$ cat config.mk
export PLATFORM = sky130hd
export DESIGN_NAME = fcf_top
export DESIGN_NICKNAME = d
export VERILOG_FILES = /design/src/fcf_pkg.sv /design/src/fcf_chan_if.sv /design/src/fcf_chan.sv /design/src/fcf_top.sv
export VERILOG_INCLUDE_DIRS = /design/src
export SDC_FILE = /design/constraint.sdc
export NUM_CORES = 1
export LEC_CHECK = 0
export BUFFER_PORTS_ARGS = -buffer_cell sky130_fd_sc_hd__buf_4
export CAP_MARGIN = 5
export CORE_MARGIN = 4
export CORE_UTILIZATION = 40
export CTS_CLUSTER_SIZE = 12
export DETAILED_ROUTE_END_ITERATION = 12
export PLACE_DENSITY = 0.54
export SLEW_MARGIN = 20
export SYNTH_ARGS = -nofsm -noshare
export SYNTH_HDL_FRONTEND = slang
export SYNTH_SLANG_ARGS = --single-unit
$ cat constraint.sdc
create_clock -name i_clk -period 3.2 [get_ports i_clk]
set_input_delay 0.32 -clock i_clk [delete_from_list [all_inputs] [get_ports i_clk]]
set_output_delay 0.32 -clock i_clk [all_outputs]
set_load 0.01 [all_outputs]
$ cat src/fcf_consts.svh
// constants for the fault capture and flag logic
// What this block does
// RULE1: status compare ignores secondary enable and command
// RULE2: status flag released when primary off or masked
// RULE3: status flag low if unmasked drain below threshold
// RULE4: fault flag low on unmasked fault, enables, select high
// RULE5: fault flag released when primary enable or select low
// RULE6: shorted when on, ground or open when off
// RULE7: diagnostics off while either enable is low
// RULE8: compare continuously, capture only at timer expiry
// RULE9: enables rising together arm all blanking timers
// RULE10: command change starts blanking, capture at expiry
// RULE11: compare change starts filter, capture at expiry
// RULE12: invalid frame delivers no data to registers
// RULE13: latch holds first fault until valid frame
// RULE14: select fall loads codes, releases fault flag
// RULE15: select rise re-arms latches only after valid frame
// RULE16: persisting fault recaptured after re-arm
// RULE17: primary enable high-low-high clears all latches
// RULE18: no latch update while a channel timer runs
// RULE19: auto-retry short turns gate off until retry
// RULE20: latch-off short holds gate off until toggled
// RULE21: auto-retry is default, resumes if still commanded
// RULE22: one global refresh timer, ten and forty taps
// RULE23: codes zero none, three distinct faults, reset zero
`ifndef FCF_CONSTS_SVH
`define FCF_CONSTS_SVH

`define FCF_NCH            6
`define FCF_FRAME_BITS     5'h10
`define FCF_CLK_PERIOD_NS  10
`define FCF_TICK_NS        1000
`define FCF_TICK_CYC       (`FCF_TICK_NS / `FCF_CLK_PERIOD_NS)
`define FCF_T_BL_ON_US     16'h0014
`define FCF_T_BL_OFF_US    16'h001E
`define FCF_T_FF_US        16'h000A
`define FCF_T_REFR_SHORT_MS 10
`define FCF_T_REFR_LONG_MS  40
`define FCF_US_PER_MS      1000
`define FCF_CODE_RST       2'h0
// synchroniser reset: select idles high, every other pin low
`define FCF_PIN_RST        29'h4000000

`endif

$ cat src/fcf_pkg.sv
// types shared by the fault capture and flag logic
package fcf_pkg;

  typedef enum logic [1:0] {
    FCF_CODE_NONE  = 2'h0,
    FCF_CODE_OPEN  = 2'h1,
    FCF_CODE_GND   = 2'h2,
    FCF_CODE_SHORT = 2'h3
  } fcf_code_t;

  typedef enum logic [2:0] {
    FCF_TMR_IDLE  = 3'h1,
    FCF_TMR_BLANK = 3'h2,
    FCF_TMR_FILT  = 3'h4
  } fcf_tmr_t;

endpackage

$ cat src/fcf_chan_if.sv
// signals between the top and one fault channel
`timescale 1ns/10ps
interface fcf_chan_if;
  import fcf_pkg::*;
  logic      tick;
  logic      en1;
  logic      en_both;
  logic      arm_all;
  logic      cmd;
  logic      below_ol;
  logic      below_sg;
  logic      above_short;
  logic      latch_off;
  logic      retry_tick;
  logic      rearm;
  fcf_code_t code;
  logic      gate;
  logic      retry_wait;

  modport chan (
    input  tick, en1, en_both, arm_all, cmd, below_ol, below_sg,
    input  above_short, latch_off, retry_tick, rearm,
    output code, gate, retry_wait
  );
  modport top (
    output tick, en1, en_both, arm_all, cmd, below_ol, below_sg,
    output above_short, latch_off, retry_tick, rearm,
    input  code, gate, retry_wait
  );
endinterface

$ cat src/fcf_chan.sv
// one channel: timers, fault latch and gate control
`timescale 1ns/10ps
`include "fcf_consts.svh"
module fcf_chan (
  // clock and reset
  input  wire logic i_clk,
  input  wire logic i_arst_n,
  // link to the top
  fcf_chan_if.chan  ch
);
  import fcf_pkg::*;

  fcf_tmr_t    tmr_q;
  logic [15:0] cnt_q;
  fcf_code_t   cmp_now;
  fcf_code_t   cmp_q;
  fcf_code_t   det_q;
  fcf_code_t   code_q;
  logic        cmd_q;
  logic        hold_q;
  logic        gate_q;
  logic        diag_on;
  logic        cmd_chg;
  logic        retry_go;
  logic        blank_go;
  logic        expire;
  logic        cap;

  // references chosen by commanded state
  always_comb begin
    cmp_now = FCF_CODE_NONE;                             // [RULE6]
    if (ch.cmd) begin
      if (ch.above_short) cmp_now = FCF_CODE_SHORT;
    end else if (ch.below_sg) begin
      cmp_now = FCF_CODE_GND;
    end else if (ch.below_ol) begin
      cmp_now = FCF_CODE_OPEN;
    end
  end

  assign diag_on  = ch.en_both & ~hold_q;                // [RULE7]
  assign cmd_chg  = ch.en_both & (ch.cmd != cmd_q);
  assign retry_go = hold_q & ~ch.latch_off & ch.retry_tick; // [RULE19]
  assign blank_go = ch.arm_all | cmd_chg | retry_go;     // [RULE9] [RULE10]
  assign expire   = (tmr_q != FCF_TMR_IDLE) && (cnt_q == 16'h0000) && ch.tick;
  assign cap      = expire & diag_on;                    // [RULE8]

  always_ff @(posedge i_clk or negedge i_arst_n) begin
    if (!i_arst_n) begin
      cmd_q <= 1'b0;
      cmp_q <= FCF_CODE_NONE;
    end else begin
      cmd_q <= ch.cmd;
      cmp_q <= ch.en_both ? cmp_now : FCF_CODE_NONE;
    end
  end

  // blanking and filter timer
  always_ff @(posedge i_clk or negedge i_arst_n) begin
    if (!i_arst_n) begin
      tmr_q <= FCF_TMR_IDLE;
      cnt_q <= 16'h0000;
    end else if (!ch.en_both) begin
      tmr_q <= FCF_TMR_IDLE;                             // [RULE7]
      cnt_q <= 16'h0000;
    end else if (blank_go) begin
      tmr_q <= FCF_TMR_BLANK;                            // [RULE10]
      cnt_q <= ch.cmd ? `FCF_T_BL_ON_US : `FCF_T_BL_OFF_US;
    end else if (tmr_q != FCF_TMR_BLANK && diag_on && cmp_now != cmp_q) begin
      tmr_q <= FCF_TMR_FILT;                             // [RULE11]
      cnt_q <= `FCF_T_FF_US;
    end else if (expire) begin
      tmr_q <= FCF_TMR_IDLE;
    end else if (tmr_q != FCF_TMR_IDLE && ch.tick) begin
      cnt_q <= cnt_q - 16'h0001;
    end
  end

  // live fault bits, refreshed only at expiry
  always_ff @(posedge i_clk or negedge i_arst_n) begin
    if (!i_arst_n) begin
      det_q <= FCF_CODE_NONE;
    end else if (!ch.en_both) begin
      det_q <= FCF_CODE_NONE;
    end else if (cap) begin
      det_q <= cmp_now;                                  // [RULE18]
    end
  end

  // fault latch; a fault capture wins over a re-arm in the same cycle
  always_ff @(posedge i_clk or negedge i_arst_n) begin
    if (!i_arst_n) begin
      code_q <= fcf_code_t'(`FCF_CODE_RST);              // [RULE23]
    end else if (!ch.en1) begin
      code_q <= FCF_CODE_NONE;                           // [RULE17]
    end else if (cap && cmp_now != FCF_CODE_NONE &&
                 (code_q == FCF_CODE_NONE || ch.rearm)) begin // [RULE13]
      code_q <= cmp_now;                                 // [RULE10] [RULE11]
    end else if (ch.rearm) begin
      code_q <= det_q;                                   // [RULE15] [RULE16]
    end
  end

  // shorted load shutdown and gate
  always_ff @(posedge i_clk or negedge i_arst_n) begin
    if (!i_arst_n) begin
      hold_q <= 1'b0;
      gate_q <= 1'b0;
    end else begin
      if (!ch.en_both || !ch.cmd) begin
        hold_q <= 1'b0;                                  // [RULE20]
      end else if (cap && cmp_now == FCF_CODE_SHORT) begin
        hold_q <= 1'b1;                                  // [RULE19]
      end else if (retry_go) begin
        hold_q <= 1'b0;                                  // [RULE21]
      end
      gate_q <= ch.en_both & ch.cmd & ~hold_q;
    end
  end

  assign ch.code       = code_q;
  assign ch.gate       = gate_q;
  assign ch.retry_wait = hold_q & ~ch.latch_off;         // [RULE22]

  a_diag_off: assert property (  // [RULE7]
    @(posedge i_clk) disable iff (!i_arst_n)
    !ch.en_both |=> tmr_q == FCF_TMR_IDLE)
    else $error("timer running with an enable low");
  a_blank_start: assert property (  // [RULE10]
    @(posedge i_clk) disable iff (!i_arst_n)
    cmd_chg |=> tmr_q == FCF_TMR_BLANK && cnt_q != 16'h0000)
    else $error("command change did not start blanking");
  a_latch_hold: assert property (  // [RULE13]
    @(posedge i_clk) disable iff (!i_arst_n)
    code_q != FCF_CODE_NONE && !ch.rearm && ch.en1
    |=> code_q == $past(code_q))
    else $error("latched code changed without re-arm");
  a_busy_hold: assert property (  // [RULE18]
    @(posedge i_clk) disable iff (!i_arst_n)
    ch.en_both && tmr_q != FCF_TMR_IDLE && !expire
    |=> $stable(det_q))
    else $error("fault bits changed while a timer ran");
  a_short_off: assert property (  // [RULE19]
    @(posedge i_clk) disable iff (!i_arst_n)
    cap && cmp_now == FCF_CODE_SHORT && ch.cmd ##1 ch.cmd && ch.en_both
    |=> !gate_q)
    else $error("gate still on after shorted load");
  a_en1_clear: assert property (  // [RULE17]
    @(posedge i_clk) disable iff (!i_arst_n)
    !ch.en1 |=> code_q == FCF_CODE_NONE)
    else $error("latch not cleared by primary enable low");
endmodule

$ cat src/fcf_top.sv
// six-channel fault capture, flags and serial readback
`timescale 1ns/10ps
`include "fcf_consts.svh"
module fcf_top #(
  parameter int unsigned REFR_SHORT_TICKS =
    `FCF_T_REFR_SHORT_MS * `FCF_US_PER_MS,
  parameter int unsigned REFR_LONG_TICKS  =
    `FCF_T_REFR_LONG_MS * `FCF_US_PER_MS
) (
  // clock and reset
  input  wire logic       i_clk,
  input  wire logic       i_arst_n,
  // enables and channel commands (pins)
  input  wire logic       i_enable_primary,
  input  wire logic       i_enable_secondary,
  input  wire logic [5:0] i_parallel_cmd_in,
  // drain comparator results (asynchronous)
  input  wire logic [5:0] i_below_open_load_threshold,
  input  wire logic [5:0] i_below_short_gnd_threshold,
  input  wire logic [5:0] i_above_short_threshold_ref,
  // serial link pins
  input  wire logic       i_chip_select_n,
  input  wire logic       i_spi_sclk,
  input  wire logic       i_spi_mosi,
  output logic            o_spi_miso,
  // configuration from the register file
  input  wire logic [5:0] i_serial_cmd_bit,
  input  wire logic [5:0] i_flag_mask,
  input  wire logic [5:0] i_latch_off_mode,
  input  wire logic [1:0] i_refresh_long_sel,
  // received word for the register file
  output logic [15:0]     o_rx_word,
  output logic            o_rx_word_valid,
  // gate drive
  output logic [5:0]      o_gate_drive,
  // open-drain flags
  output logic            o_drain_status_flag_n_o,
  output logic            o_drain_status_flag_n_oe,
  output logic            o_fault_flag_n_o,
  output logic            o_fault_flag_n_oe
);
  import fcf_pkg::*;

  localparam int PW = 29;

  logic [PW-1:0] pin_s1_q;
  logic [PW-1:0] pin_s2_q;
  logic          en1;
  logic          en2;
  logic          cs_n;
  logic          sclk;
  logic          mosi;
  logic [5:0]    pin_cmd;
  logic [5:0]    below_ol;
  logic [5:0]    below_sg;
  logic [5:0]    above_sh;
  logic          sclk_d_q;
  logic          cs_d_q;
  logic          en_both_q;
  logic          en_both;
  logic          cs_fall;
  logic          cs_rise;
  logic          sclk_rise;
  logic          sclk_fall;
  logic [6:0]    div_q;
  logic          tick_q;
  logic          miso_nxt_q;
  logic [15:0]   shift_q;
  logic [4:0]    bits_q;
  logic          frame_ok;
  logic          rearm_q;
  logic [15:0]   rsub_q;
  logic [15:0]   rlng_q;
  logic          rshort_q;
  logic          rlong_q;
  logic          any_wait;
  logic [11:0]   codes;
  logic [5:0]    faulted;
  logic [5:0]    gates;
  logic [5:0]    waits;
  logic          stat_low;
  logic          flt_low;

  // two-flop synchroniser for every pin
  always_ff @(posedge i_clk or negedge i_arst_n) begin
    if (!i_arst_n) begin
      // select resets to its idle level so no false edge follows reset
      pin_s1_q <= `FCF_PIN_RST;
      pin_s2_q <= `FCF_PIN_RST;
    end else begin
      pin_s1_q <= {i_enable_primary, i_enable_secondary, i_chip_select_n,
                   i_spi_sclk, i_spi_mosi, i_parallel_cmd_in,
                   i_below_open_load_threshold,
                   i_below_short_gnd_threshold,
                   i_above_short_threshold_ref};
      pin_s2_q <= pin_s1_q;
    end
  end

  assign {en1, en2, cs_n, sclk, mosi, pin_cmd, below_ol, below_sg,
          above_sh} = pin_s2_q;
  assign en_both = en1 & en2;

  // edge finders on synchronised levels
  always_ff @(posedge i_clk or negedge i_arst_n) begin
    if (!i_arst_n) begin
      sclk_d_q  <= 1'b0;
      cs_d_q    <= 1'b1;
      en_both_q <= 1'b0;
    end else begin
      sclk_d_q  <= sclk;
      cs_d_q    <= cs_n;
      en_both_q <= en_both;
    end
  end

  assign cs_fall   = cs_d_q & ~cs_n;
  assign cs_rise   = ~cs_d_q & cs_n;
  assign sclk_rise = ~sclk_d_q & sclk & ~cs_n;
  assign sclk_fall = sclk_d_q & ~sclk & ~cs_n;

  // microsecond tick for all timers
  always_ff @(posedge i_clk or negedge i_arst_n) begin
    if (!i_arst_n) begin
      div_q  <= 7'h00;
      tick_q <= 1'b0;
    end else if (div_q == 7'(`FCF_TICK_CYC - 1)) begin
      div_q  <= 7'h00;
      tick_q <= 1'b1;
    end else begin
      div_q  <= div_q + 7'h01;
      tick_q <= 1'b0;
    end
  end

  // serial shift register and frame check
  assign frame_ok = (bits_q == `FCF_FRAME_BITS);

  always_ff @(posedge i_clk or negedge i_arst_n) begin
    if (!i_arst_n) begin
      shift_q <= 16'h0000;
      bits_q  <= 5'h00;
    end else if (cs_fall) begin
      shift_q <= {4'h0, codes};                          // [RULE14]
      bits_q  <= 5'h00;
    end else if (sclk_rise) begin
      shift_q <= {shift_q[14:0], mosi};
      if (bits_q != 5'h1F) bits_q <= bits_q + 5'h01;
    end
  end

  always_ff @(posedge i_clk or negedge i_arst_n) begin
    if (!i_arst_n) begin
      miso_nxt_q <= 1'b0;
      o_spi_miso <= 1'b0;
    end else if (cs_fall) begin
      miso_nxt_q <= 1'b0;
      o_spi_miso <= 1'b0;
    end else if (sclk_rise) begin
      // keep the msb before it is shifted out, so bit 15 goes first
      miso_nxt_q <= shift_q[15];                         // [RULE14]
    end else if (sclk_fall) begin
      o_spi_miso <= miso_nxt_q;
    end
  end

  // only a frame of exactly sixteen clocks is delivered
  always_ff @(posedge i_clk or negedge i_arst_n) begin
    if (!i_arst_n) begin
      o_rx_word       <= 16'h0000;
      o_rx_word_valid <= 1'b0;
      rearm_q         <= 1'b0;
    end else begin
      o_rx_word_valid <= cs_rise & frame_ok;             // [RULE12]
      rearm_q         <= cs_rise & frame_ok;             // [RULE15]
      if (cs_rise && frame_ok) o_rx_word <= shift_q;
    end
  end

  // global refresh timer with short and long taps
  assign any_wait = |waits;

  always_ff @(posedge i_clk or negedge i_arst_n) begin
    if (!i_arst_n) begin
      rsub_q   <= 16'h0000;
      rlng_q   <= 16'h0000;
      rshort_q <= 1'b0;
      rlong_q  <= 1'b0;
    end else if (!any_wait) begin
      rsub_q   <= 16'h0000;                              // [RULE22]
      rlng_q   <= 16'h0000;
      rshort_q <= 1'b0;
      rlong_q  <= 1'b0;
    end else begin
      rshort_q <= 1'b0;
      rlong_q  <= 1'b0;
      if (tick_q) begin
        if (rsub_q == 16'(REFR_SHORT_TICKS - 1)) begin
          rsub_q   <= 16'h0000;
          rshort_q <= 1'b1;
        end else begin
          rsub_q <= rsub_q + 16'h0001;
        end
        if (rlng_q == 16'(REFR_LONG_TICKS - 1)) begin
          rlng_q  <= 16'h0000;
          rlong_q <= 1'b1;
        end else begin
          rlng_q <= rlng_q + 16'h0001;
        end
      end
    end
  end

  // the six channels
  fcf_chan_if ch_if [`FCF_NCH] ();

  for (genvar g = 0; g < `FCF_NCH; g++) begin : g_ch
    assign ch_if[g].tick        = tick_q;
    assign ch_if[g].en1         = en1;
    assign ch_if[g].en_both     = en_both;
    assign ch_if[g].arm_all     = en_both & ~en_both_q;  // [RULE9]
    assign ch_if[g].cmd         = pin_cmd[g] | i_serial_cmd_bit[g];
    assign ch_if[g].below_ol    = below_ol[g];
    assign ch_if[g].below_sg    = below_sg[g];
    assign ch_if[g].above_short = above_sh[g];
    assign ch_if[g].latch_off   = i_latch_off_mode[g];
    assign ch_if[g].retry_tick  =
      i_refresh_long_sel[g / 3] ? rlong_q : rshort_q;
    assign ch_if[g].rearm       = rearm_q;
    assign codes[2*g +: 2]      = ch_if[g].code;
    assign faulted[g]           = ch_if[g].code != FCF_CODE_NONE;
    assign gates[g]             = ch_if[g].gate;
    assign waits[g]             = ch_if[g].retry_wait;

    fcf_chan u_chan (
      .i_clk    (i_clk),
      .i_arst_n (i_arst_n),
      .ch       (ch_if[g])
    );
  end

  // flag outputs
  assign stat_low = en1 & |(~i_flag_mask & below_ol);    // [RULE1] [RULE3]
  assign flt_low  = en1 & en2 & cs_n & |(~i_flag_mask & faulted); // [RULE4]

  always_ff @(posedge i_clk or negedge i_arst_n) begin
    if (!i_arst_n) begin
      o_drain_status_flag_n_o  <= 1'b1;
      o_drain_status_flag_n_oe <= 1'b0;
    end else begin
      o_drain_status_flag_n_o  <= ~stat_low;             // [RULE2]
      o_drain_status_flag_n_oe <= stat_low;
    end
  end

  always_ff @(posedge i_clk or negedge i_arst_n) begin
    if (!i_arst_n) begin
      o_fault_flag_n_o  <= 1'b1;
      o_fault_flag_n_oe <= 1'b0;
    end else begin
      o_fault_flag_n_o  <= ~flt_low;                     // [RULE5]
      o_fault_flag_n_oe <= flt_low;
    end
  end

  always_ff @(posedge i_clk or negedge i_arst_n) begin
    if (!i_arst_n) begin
      o_gate_drive <= 6'h00;
    end else begin
      o_gate_drive <= gates;
    end
  end

  a_drain_status_flag_n_release: assert property (  // [RULE2]
    @(posedge i_clk) disable iff (!i_arst_n)
    (!en1 || &i_flag_mask) |=> !o_drain_status_flag_n_oe)
    else $error("status flag driven while disabled");
  a_drain_status_flag_n_drive: assert property (  // [RULE3]
    @(posedge i_clk) disable iff (!i_arst_n)
    en1 && |(~i_flag_mask & below_ol)
    |=> o_drain_status_flag_n_oe && !o_drain_status_flag_n_o)
    else $error("status flag not driven low");
  a_flt_set: assert property (  // [RULE4]
    @(posedge i_clk) disable iff (!i_arst_n)
    en1 && en2 && cs_n && |(~i_flag_mask & faulted)
    |=> o_fault_flag_n_oe)
    else $error("fault flag not driven on fault");
  a_flt_release: assert property (  // [RULE5]
    @(posedge i_clk) disable iff (!i_arst_n)
    (!en1 || !cs_n) |=> !o_fault_flag_n_oe)
    else $error("fault flag driven with select or enable low");
  a_load_codes: assert property (  // [RULE14]
    @(posedge i_clk) disable iff (!i_arst_n)
    cs_fall |=> shift_q == {4'h0, $past(codes)})
    else $error("codes not loaded at select fall");
  a_bad_frame: assert property (  // [RULE12]
    @(posedge i_clk) disable iff (!i_arst_n)
    cs_rise && !frame_ok |=> !o_rx_word_valid && !rearm_q)
    else $error("invalid frame delivered or re-armed");
  a_good_frame: assert property (  // [RULE15]
    @(posedge i_clk) disable iff (!i_arst_n)
    cs_rise && frame_ok |=> rearm_q ##1 !rearm_q)
    else $error("valid frame did not re-arm once");
  a_refresh_idle: assert property (  // [RULE22]
    @(posedge i_clk) disable iff (!i_arst_n)
    !any_wait |=> rsub_q == 16'h0000 && !rshort_q && !rlong_q)
    else $error("refresh timer ran with no channel waiting");
endmodule

# After elaboration in Yosys (flattened, before gate mapping)
# Cells that the tools add are included.
# op_classes
n_addsub	10
eq_ne	67
mux	164
bitwise_logic	94
n_reduce_logical	112
# op_table
operator	count
2-to-1 mux 16 bit	38
2-to-1 mux 2 bit	54
logical NOT 16 bit	6
subtractor 16 x 1 -> 16 bit (second input constant)	6
2-to-1 mux 3 bit	24
bitwise AND 1 bit	54
logical AND 1 bit	49
!= test 4 x 1 -> 1 bit (second input constant)	12
2-to-1 mux 1 bit	38
!= test 3 x 1 -> 1 bit (second input constant)	12
adder 16 x 1 -> 16 bit (second input constant)	2
nonzero test 2 bit	15
2-to-1 mux 4 bit	6
!= test 4 x 3 -> 1 bit (second input constant)	6
NOT 1 bit	19
!= test 3 x 2 -> 1 bit (second input constant)	6
OR 1 bit	18
nonzero test 3 bit	6
OR reduction 6 bit	3
equality test 16 x 14 -> 1 bit (second input constant)	1
equality test 16 bit (second input constant)	1
AND reduction 2 bit	8
2-to-1 mux 5 bit	3
bitwise AND 6 bit	2
15 further kinds	58
# word_totals
regBits	321
input_bits	51
output_inout_bits	28
elab_cells	517

# Depth between registers and ports, before layout
# depth
word_depth	8
ltp_mapped	9
ltp_nobuf	8

# By module
# From an unflattened synthesis, not the netlist that was laid out.
# unflattened
cells_unflattened	1504
hier_area_um2	15552.4
# modules_own_cells
module	instances	cells_per_inst	area_each_um2
fcf_chan	6	167	1625.3
fcf_top	1	502	5800.6

# Least setup slack after synthesis
# No wires, ideal clock.
# synth_path
kind	register -> register
start	register g_ch[5].u_chan.cnt_q[8]
end	register g_ch[5].u_chan.hold_q
setup_time_ns	0.087
arrival_time_ns	2.285
required_time_ns	3.113
slack_ns	0.828
stages_incl_launch_ff	8
path_buffers	2
period_less_slack_ns	2.372
cell_sequence	dfrtp_1 -> or3_4 -> or3_1 -> buf_6 -> or3_4 -> buf_6 -> or3b_1 -> a211oi_2
# synth_between
elab_chain_cells	7
word_cells_on_any_way	8
# synth_rtl
element	line	text
start, declared	fcf_chan.sv:14	logic [15:0] cnt_q;
start signal, assigned	fcf_chan.sv:68	cnt_q <= ch.cmd ? `FCF_T_BL_ON_US : `FCF_T_BL_OFF_US;
start signal, assigned	fcf_chan.sv:71	cnt_q <= `FCF_T_FF_US;
start signal, assigned	fcf_chan.sv:75	cnt_q <= cnt_q - 16'h0001;
logical NOT 16 bit *	fcf_chan.sv:45	assign expire = (tmr_q != FCF_TMR_IDLE) && (cnt_q == 16'h0000) && ch.tick;
logical AND 1 bit * (2 in a row)	fcf_chan.sv:45	
bitwise AND 1 bit *	fcf_chan.sv:46	assign cap = expire & diag_on;
logical AND 1 bit *	fcf_chan.sv:112	end else if (cap && cmp_now == FCF_CODE_SHORT) begin
2-to-1 mux 1 bit	fcf_chan.sv:112	
2-to-1 mux 1 bit	fcf_chan.sv:110	if (!ch.en_both || !ch.cmd) begin
end signal, assigned	fcf_chan.sv:111	hold_q <= 1'b0;
end signal, assigned	fcf_chan.sv:113	hold_q <= 1'b1;
end signal, assigned	fcf_chan.sv:115	hold_q <= 1'b0;
end, declared	fcf_chan.sv:20	logic hold_q;
# Every way passes the cells marked *; elsewhere a longest branch is shown, timed or not.
# A chain may end at the register's enable or synchronous reset.

# Worst setup path after layout
# layout_path
start	register pin_s2_q[9]
end	register g_ch[3].u_chan.cnt_q[1]
# layout_between
elab_chain_cells	7
word_cells_on_any_way	10
# layout_rtl
element	line	text
start, declared	fcf_top.sv:47	logic [PW-1:0] pin_s2_q;
start signal, assigned	fcf_top.sv:89	pin_s2_q <= `FCF_PIN_RST;
start signal, assigned	fcf_top.sv:96	pin_s2_q <= pin_s1_q;
2-to-1 mux 2 bit *	fcf_chan.sv:34	end else if (ch.below_sg) begin
2-to-1 mux 2 bit *	fcf_chan.sv:32	if (ch.cmd) begin
!= test 2 bit *	fcf_chan.sv:69	end else if (tmr_q != FCF_TMR_BLANK && diag_on && cmp_now != cmp_q) begin
logical AND 1 bit *	fcf_chan.sv:69	
2-to-1 mux 16 bit	fcf_chan.sv:69	
2-to-1 mux 16 bit	fcf_chan.sv:66	end else if (blank_go) begin
2-to-1 mux 16 bit	fcf_chan.sv:63	end else if (!ch.en_both) begin
end signal, assigned	fcf_chan.sv:68	
end signal, assigned	fcf_chan.sv:71	
end signal, assigned	fcf_chan.sv:75	
end, declared	fcf_chan.sv:14	
# Marks and branches as above.

==> metrics.md <==
| Metric | Value |
|---|---|
| Port bufs | 78 |
| Final number of setup-violating endpoints | 0 |
| Pwr dens | 538 nW/um^2 |
| H-tree depth | 2 |
| FMAX | 0.379 GHz |
| Synthesized flop and latch total | 321 |
| Max VDD drop | 0.340 mV |
| Critical Path Sink Type | flip-flop |
| Sequential share of the synthesized area | 0.549 |
| Startpoint Class | flip-flop |
| Post-route DRC | 0 |
| Final core utilization | 0.491 |
| Leak | 7.76 nW |
| Post-CTS Setup Bufs | 0 |
| First-pass GRT wire length | 57,600 um |
| RSZ-0062 raised after global routing | no |
| Latest clock arrival within the worst-skew pair | 0.53 ns |
| Yosys cell types | 78 |
| Pre-CTS setup slack | about 0.5 ns |
| Setup Skew | 0.0116 ns |
| Final period util | 0.824 |
| Clock transition at path regs | 0.06 ns |
| Vias/cell | 5.37 |
| Number of synthesized flops with an enable pin | 0 |
| Post-Route WL | 35,100 um |
| Crit-path leading delay family | simple AND/OR/NAND/NOR gates |
| I/O pins | 79 |
| Worst-Margin Slew | 0.902 ns |
| Setup CP Type | reg -> reg |
| Die Area | 39,800 sq um |
| Die Wd | 199 um |
| Initial Util | 0.409 |
| Initial antenna violation count | 0 |
| Slew Limit Fails | 0 |
| Num CTS Buffers | 38 |
| CP arrival | 3.01 ns |
| Nets | between 1,500 and 2,000 |
| Worst-path cell chain | or4b_2 > and3_1 > nor4_1 > o21bai_1 > o221ai_1 > o32ai_1 |
| Clock sink total | 321 |
| Die Ht | 199 um |
| Largest net degree at the start of global routing | 100 |
| Primary FF master, synth | dfrtp_1 |
| FFs w/ async S/R, synth | 1.00 |
| GP Congestion | 0.816 |
| Post-route setup TNS | 0 ns |
| Core ar. | 35,800 sq um |
| Root Driver | clkbuf_16 |
| Largest stage delay, worst path | 0.69 ns |
| Post-detailed-route count of antenna-violating nets | 0 |
| TritonRoute pass-1 iters | 5 |
| Area grow syn2layout | 20.1% |
| WP data required | roughly 3.6 ns |
| Final Critical Period | 2.64 ns |
| Synthesized area per cell | 10.1 sq um |
| Outcome | completed |
| Syn Nets | 1,519 |
| Min-Delay Path Class | in -> reg |
| Synth Instances | 1,450 |
| Routed vias | between 10,000 and 15,000 |
| Total Routing Usage GR | 0.177 |
| Vias in the first global route | 10,900 |
| Highest-delay cell along the critical path | or4b_2 |
| Initial DRC count | 668 |
| Yosys warning count | 0 |
| Final worst slack | 0.562 ns |
| Routed wire length per instance | 16.9 um |
| Max-Cap Viols | 0 |
| Number of cell rows | 69 |
| Max FO, Critical Path | 11 |
| CTS max path bufs | 3 |
| Grt ovf | 0 |
| TritonCTS clock tree | yes |
| Mapped Area | 14,700 sq um |
| Most common cell after layout, fill and taps aside | dfrtp_1 |
| Layout cell share with drive strength beyond 1 | 0.142 |
| Worst Path Buf+Inv | 0 |
| Inserted Diodes | 0 |
| Power, Total | around 0.0095 W |
| Final Hold Vio Count | 0 |
| Hpwl dp | 24,100 um |
| Most frequent cells in the layout | dfrtp_1, nor2_1, nand2_1, buf_4, a21oi_1 |
| Slew headroom | 0.395 |
[sequential cells by signal, indices dropped and copies added (netlist names), 12 cells and up]
signal               cells
o_rx_word               16
pin_s2_q                29
g_ch.u_chan.cnt_q       96
g_ch.u_chan.cmp_q       12
g_ch.u_chan.det_q       12
rsub_q                  16
rlng_q                  16
shift_q                 16
g_ch.u_chan.tmr_q       18
g_ch.u_chan.ch.code     12
pin_s1_q                29
[worst reg2reg max path: cells and delay by family, from the launching register on]
family | cells | cell delay, ns
AO/OA/AOI/OAI | 3 | 0.87
flip-flops | 1 | 0.36
AND/OR/NAND/NOR | 3 | 1.25
[synthesized netlist by cell type, types with 8 or more instances]
| master | instances | area (sq um) |
|---|---|---|
| and2_1 | 13 | 81.3 |
| xor2_1 | 36 | 315 |
| nor4_1 | 26 | 163 |
| a222oi_1 | 12 | 120 |
| o21ai_0 | 66 | 330 |
| mux2i_1 | 9 | 90.1 |
| o31ai_1 | 13 | 97.6 |
| nor3_1 | 54 | 270 |
| nand2_1 | 118 | 443 |
| ha_1 | 18 | 225 |
| dfstp_2 | 11 | 289 |
| nand4_1 | 19 | 119 |
| or3b_2 | 8 | 70.1 |
| and3_1 | 18 | 113 |
| or3_1 | 32 | 200 |
| a211oi_1 | 17 | 128 |
| o21a_1 | 10 | 75.1 |
| nand3_1 | 40 | 200 |
| nand2b_1 | 27 | 169 |
| clkbuf_1 | 34 | 128 |
| inv_1 | 60 | 225 |
| nor2_1 | 174 | 653 |
| o211ai_1 | 12 | 90.1 |
| nand3b_1 | 13 | 97.6 |
| a21o_1 | 8 | 60.1 |
| dfrtp_1 | 310 | 7760 |
| nor2b_1 | 8 | 50.1 |
| nor3b_1 | 11 | 82.6 |
| or4_1 | 10 | 75.1 |
| o22ai_1 | 14 | 87.6 |
| a21oi_1 | 77 | 385 |
| xnor2_1 | 44 | 385 |
| or2_2 | 12 | 75.1 |
| a31oi_1 | 13 | 81.3 |
[metrics by stage]
stage | hold slack, ns | cells | area [sq um]
after floorplan | 0.0244 | 1450 | 14700
after global placement | 0.334 | 1978 | 15900
after detailed placement | 0.335 | 1978 | 15900
after CTS | 0.0402 | 2078 | 17600
after global routing | 0.0760 | 2078 | 17600
final | 0.0732 | 2078 | 17600
[path summary, 6_finish.rpt]
check | start | end | slack [ns] | cells past startpoint
max | pin_s2_q[9] | g_ch[3].u_chan.cnt_q[1] | 0.56 | 6
min | i_serial_cmd_bit[4] | g_ch[4].u_chan.cmd_q | 0.07 | 3
min in group asynchronous | i_arst_n | g_ch[2].u_chan.cnt_q[10] | 0.41 | 2
min reg2reg | g_ch[2].u_chan.ch.gate | o_gate_drive[2] | 0.34 | 0
max in group asynchronous | i_arst_n | o_drain_status_flag_n_o | 1.77 | 3
max reg2reg | pin_s2_q[9] | g_ch[3].u_chan.cnt_q[1] | 0.56 | 6
[metal layers]
layer / vias up / routed length, um / global-route usage
li1: 5459 / - / -
met1: 5437 / 17900 / 0.270
met2: 209 / 15100 / 0.265
met3: 44 / 1460 / 0.0278
met4: 0 / 664 / 0.0453
met5: - / 0 / 0
[where the power goes]
group	internal [W]	switching (W)
Clock	0.00297	0.00166
Sequential	0.00416	0.0000677
Combinational	0.000242	0.000372
[repair_timing]
action | 4_1_cts | 5_1_grt
endpoints found under the hold margin | 116 | 0
resized for setup | 0 | 0
hold buffers | 30 | 0
[layout make-up]
class | instances | area [sq um]
inverter | 61 | 229
tap | 461 | 577
timing repair buffer | 141 | 1180
multi-input combinational | 1024 | 6200
clock buffer | 61 | 1200
fill | 3332 | 18200
clock inverter | 9 | 170
sequential | 321 | 8050
[logic make-up after synthesis]
group           count (synthesis)  synth area share
simple gates                  610             0.214
flops                         321             0.549
compound gates                300             0.133
buf+inv                       105            0.0283
xor+xnor                       80            0.0478
fa+ha+maj                      18            0.0154
mux                            16            0.0115
Note: power is estimated with default switching activity, not from simulation.
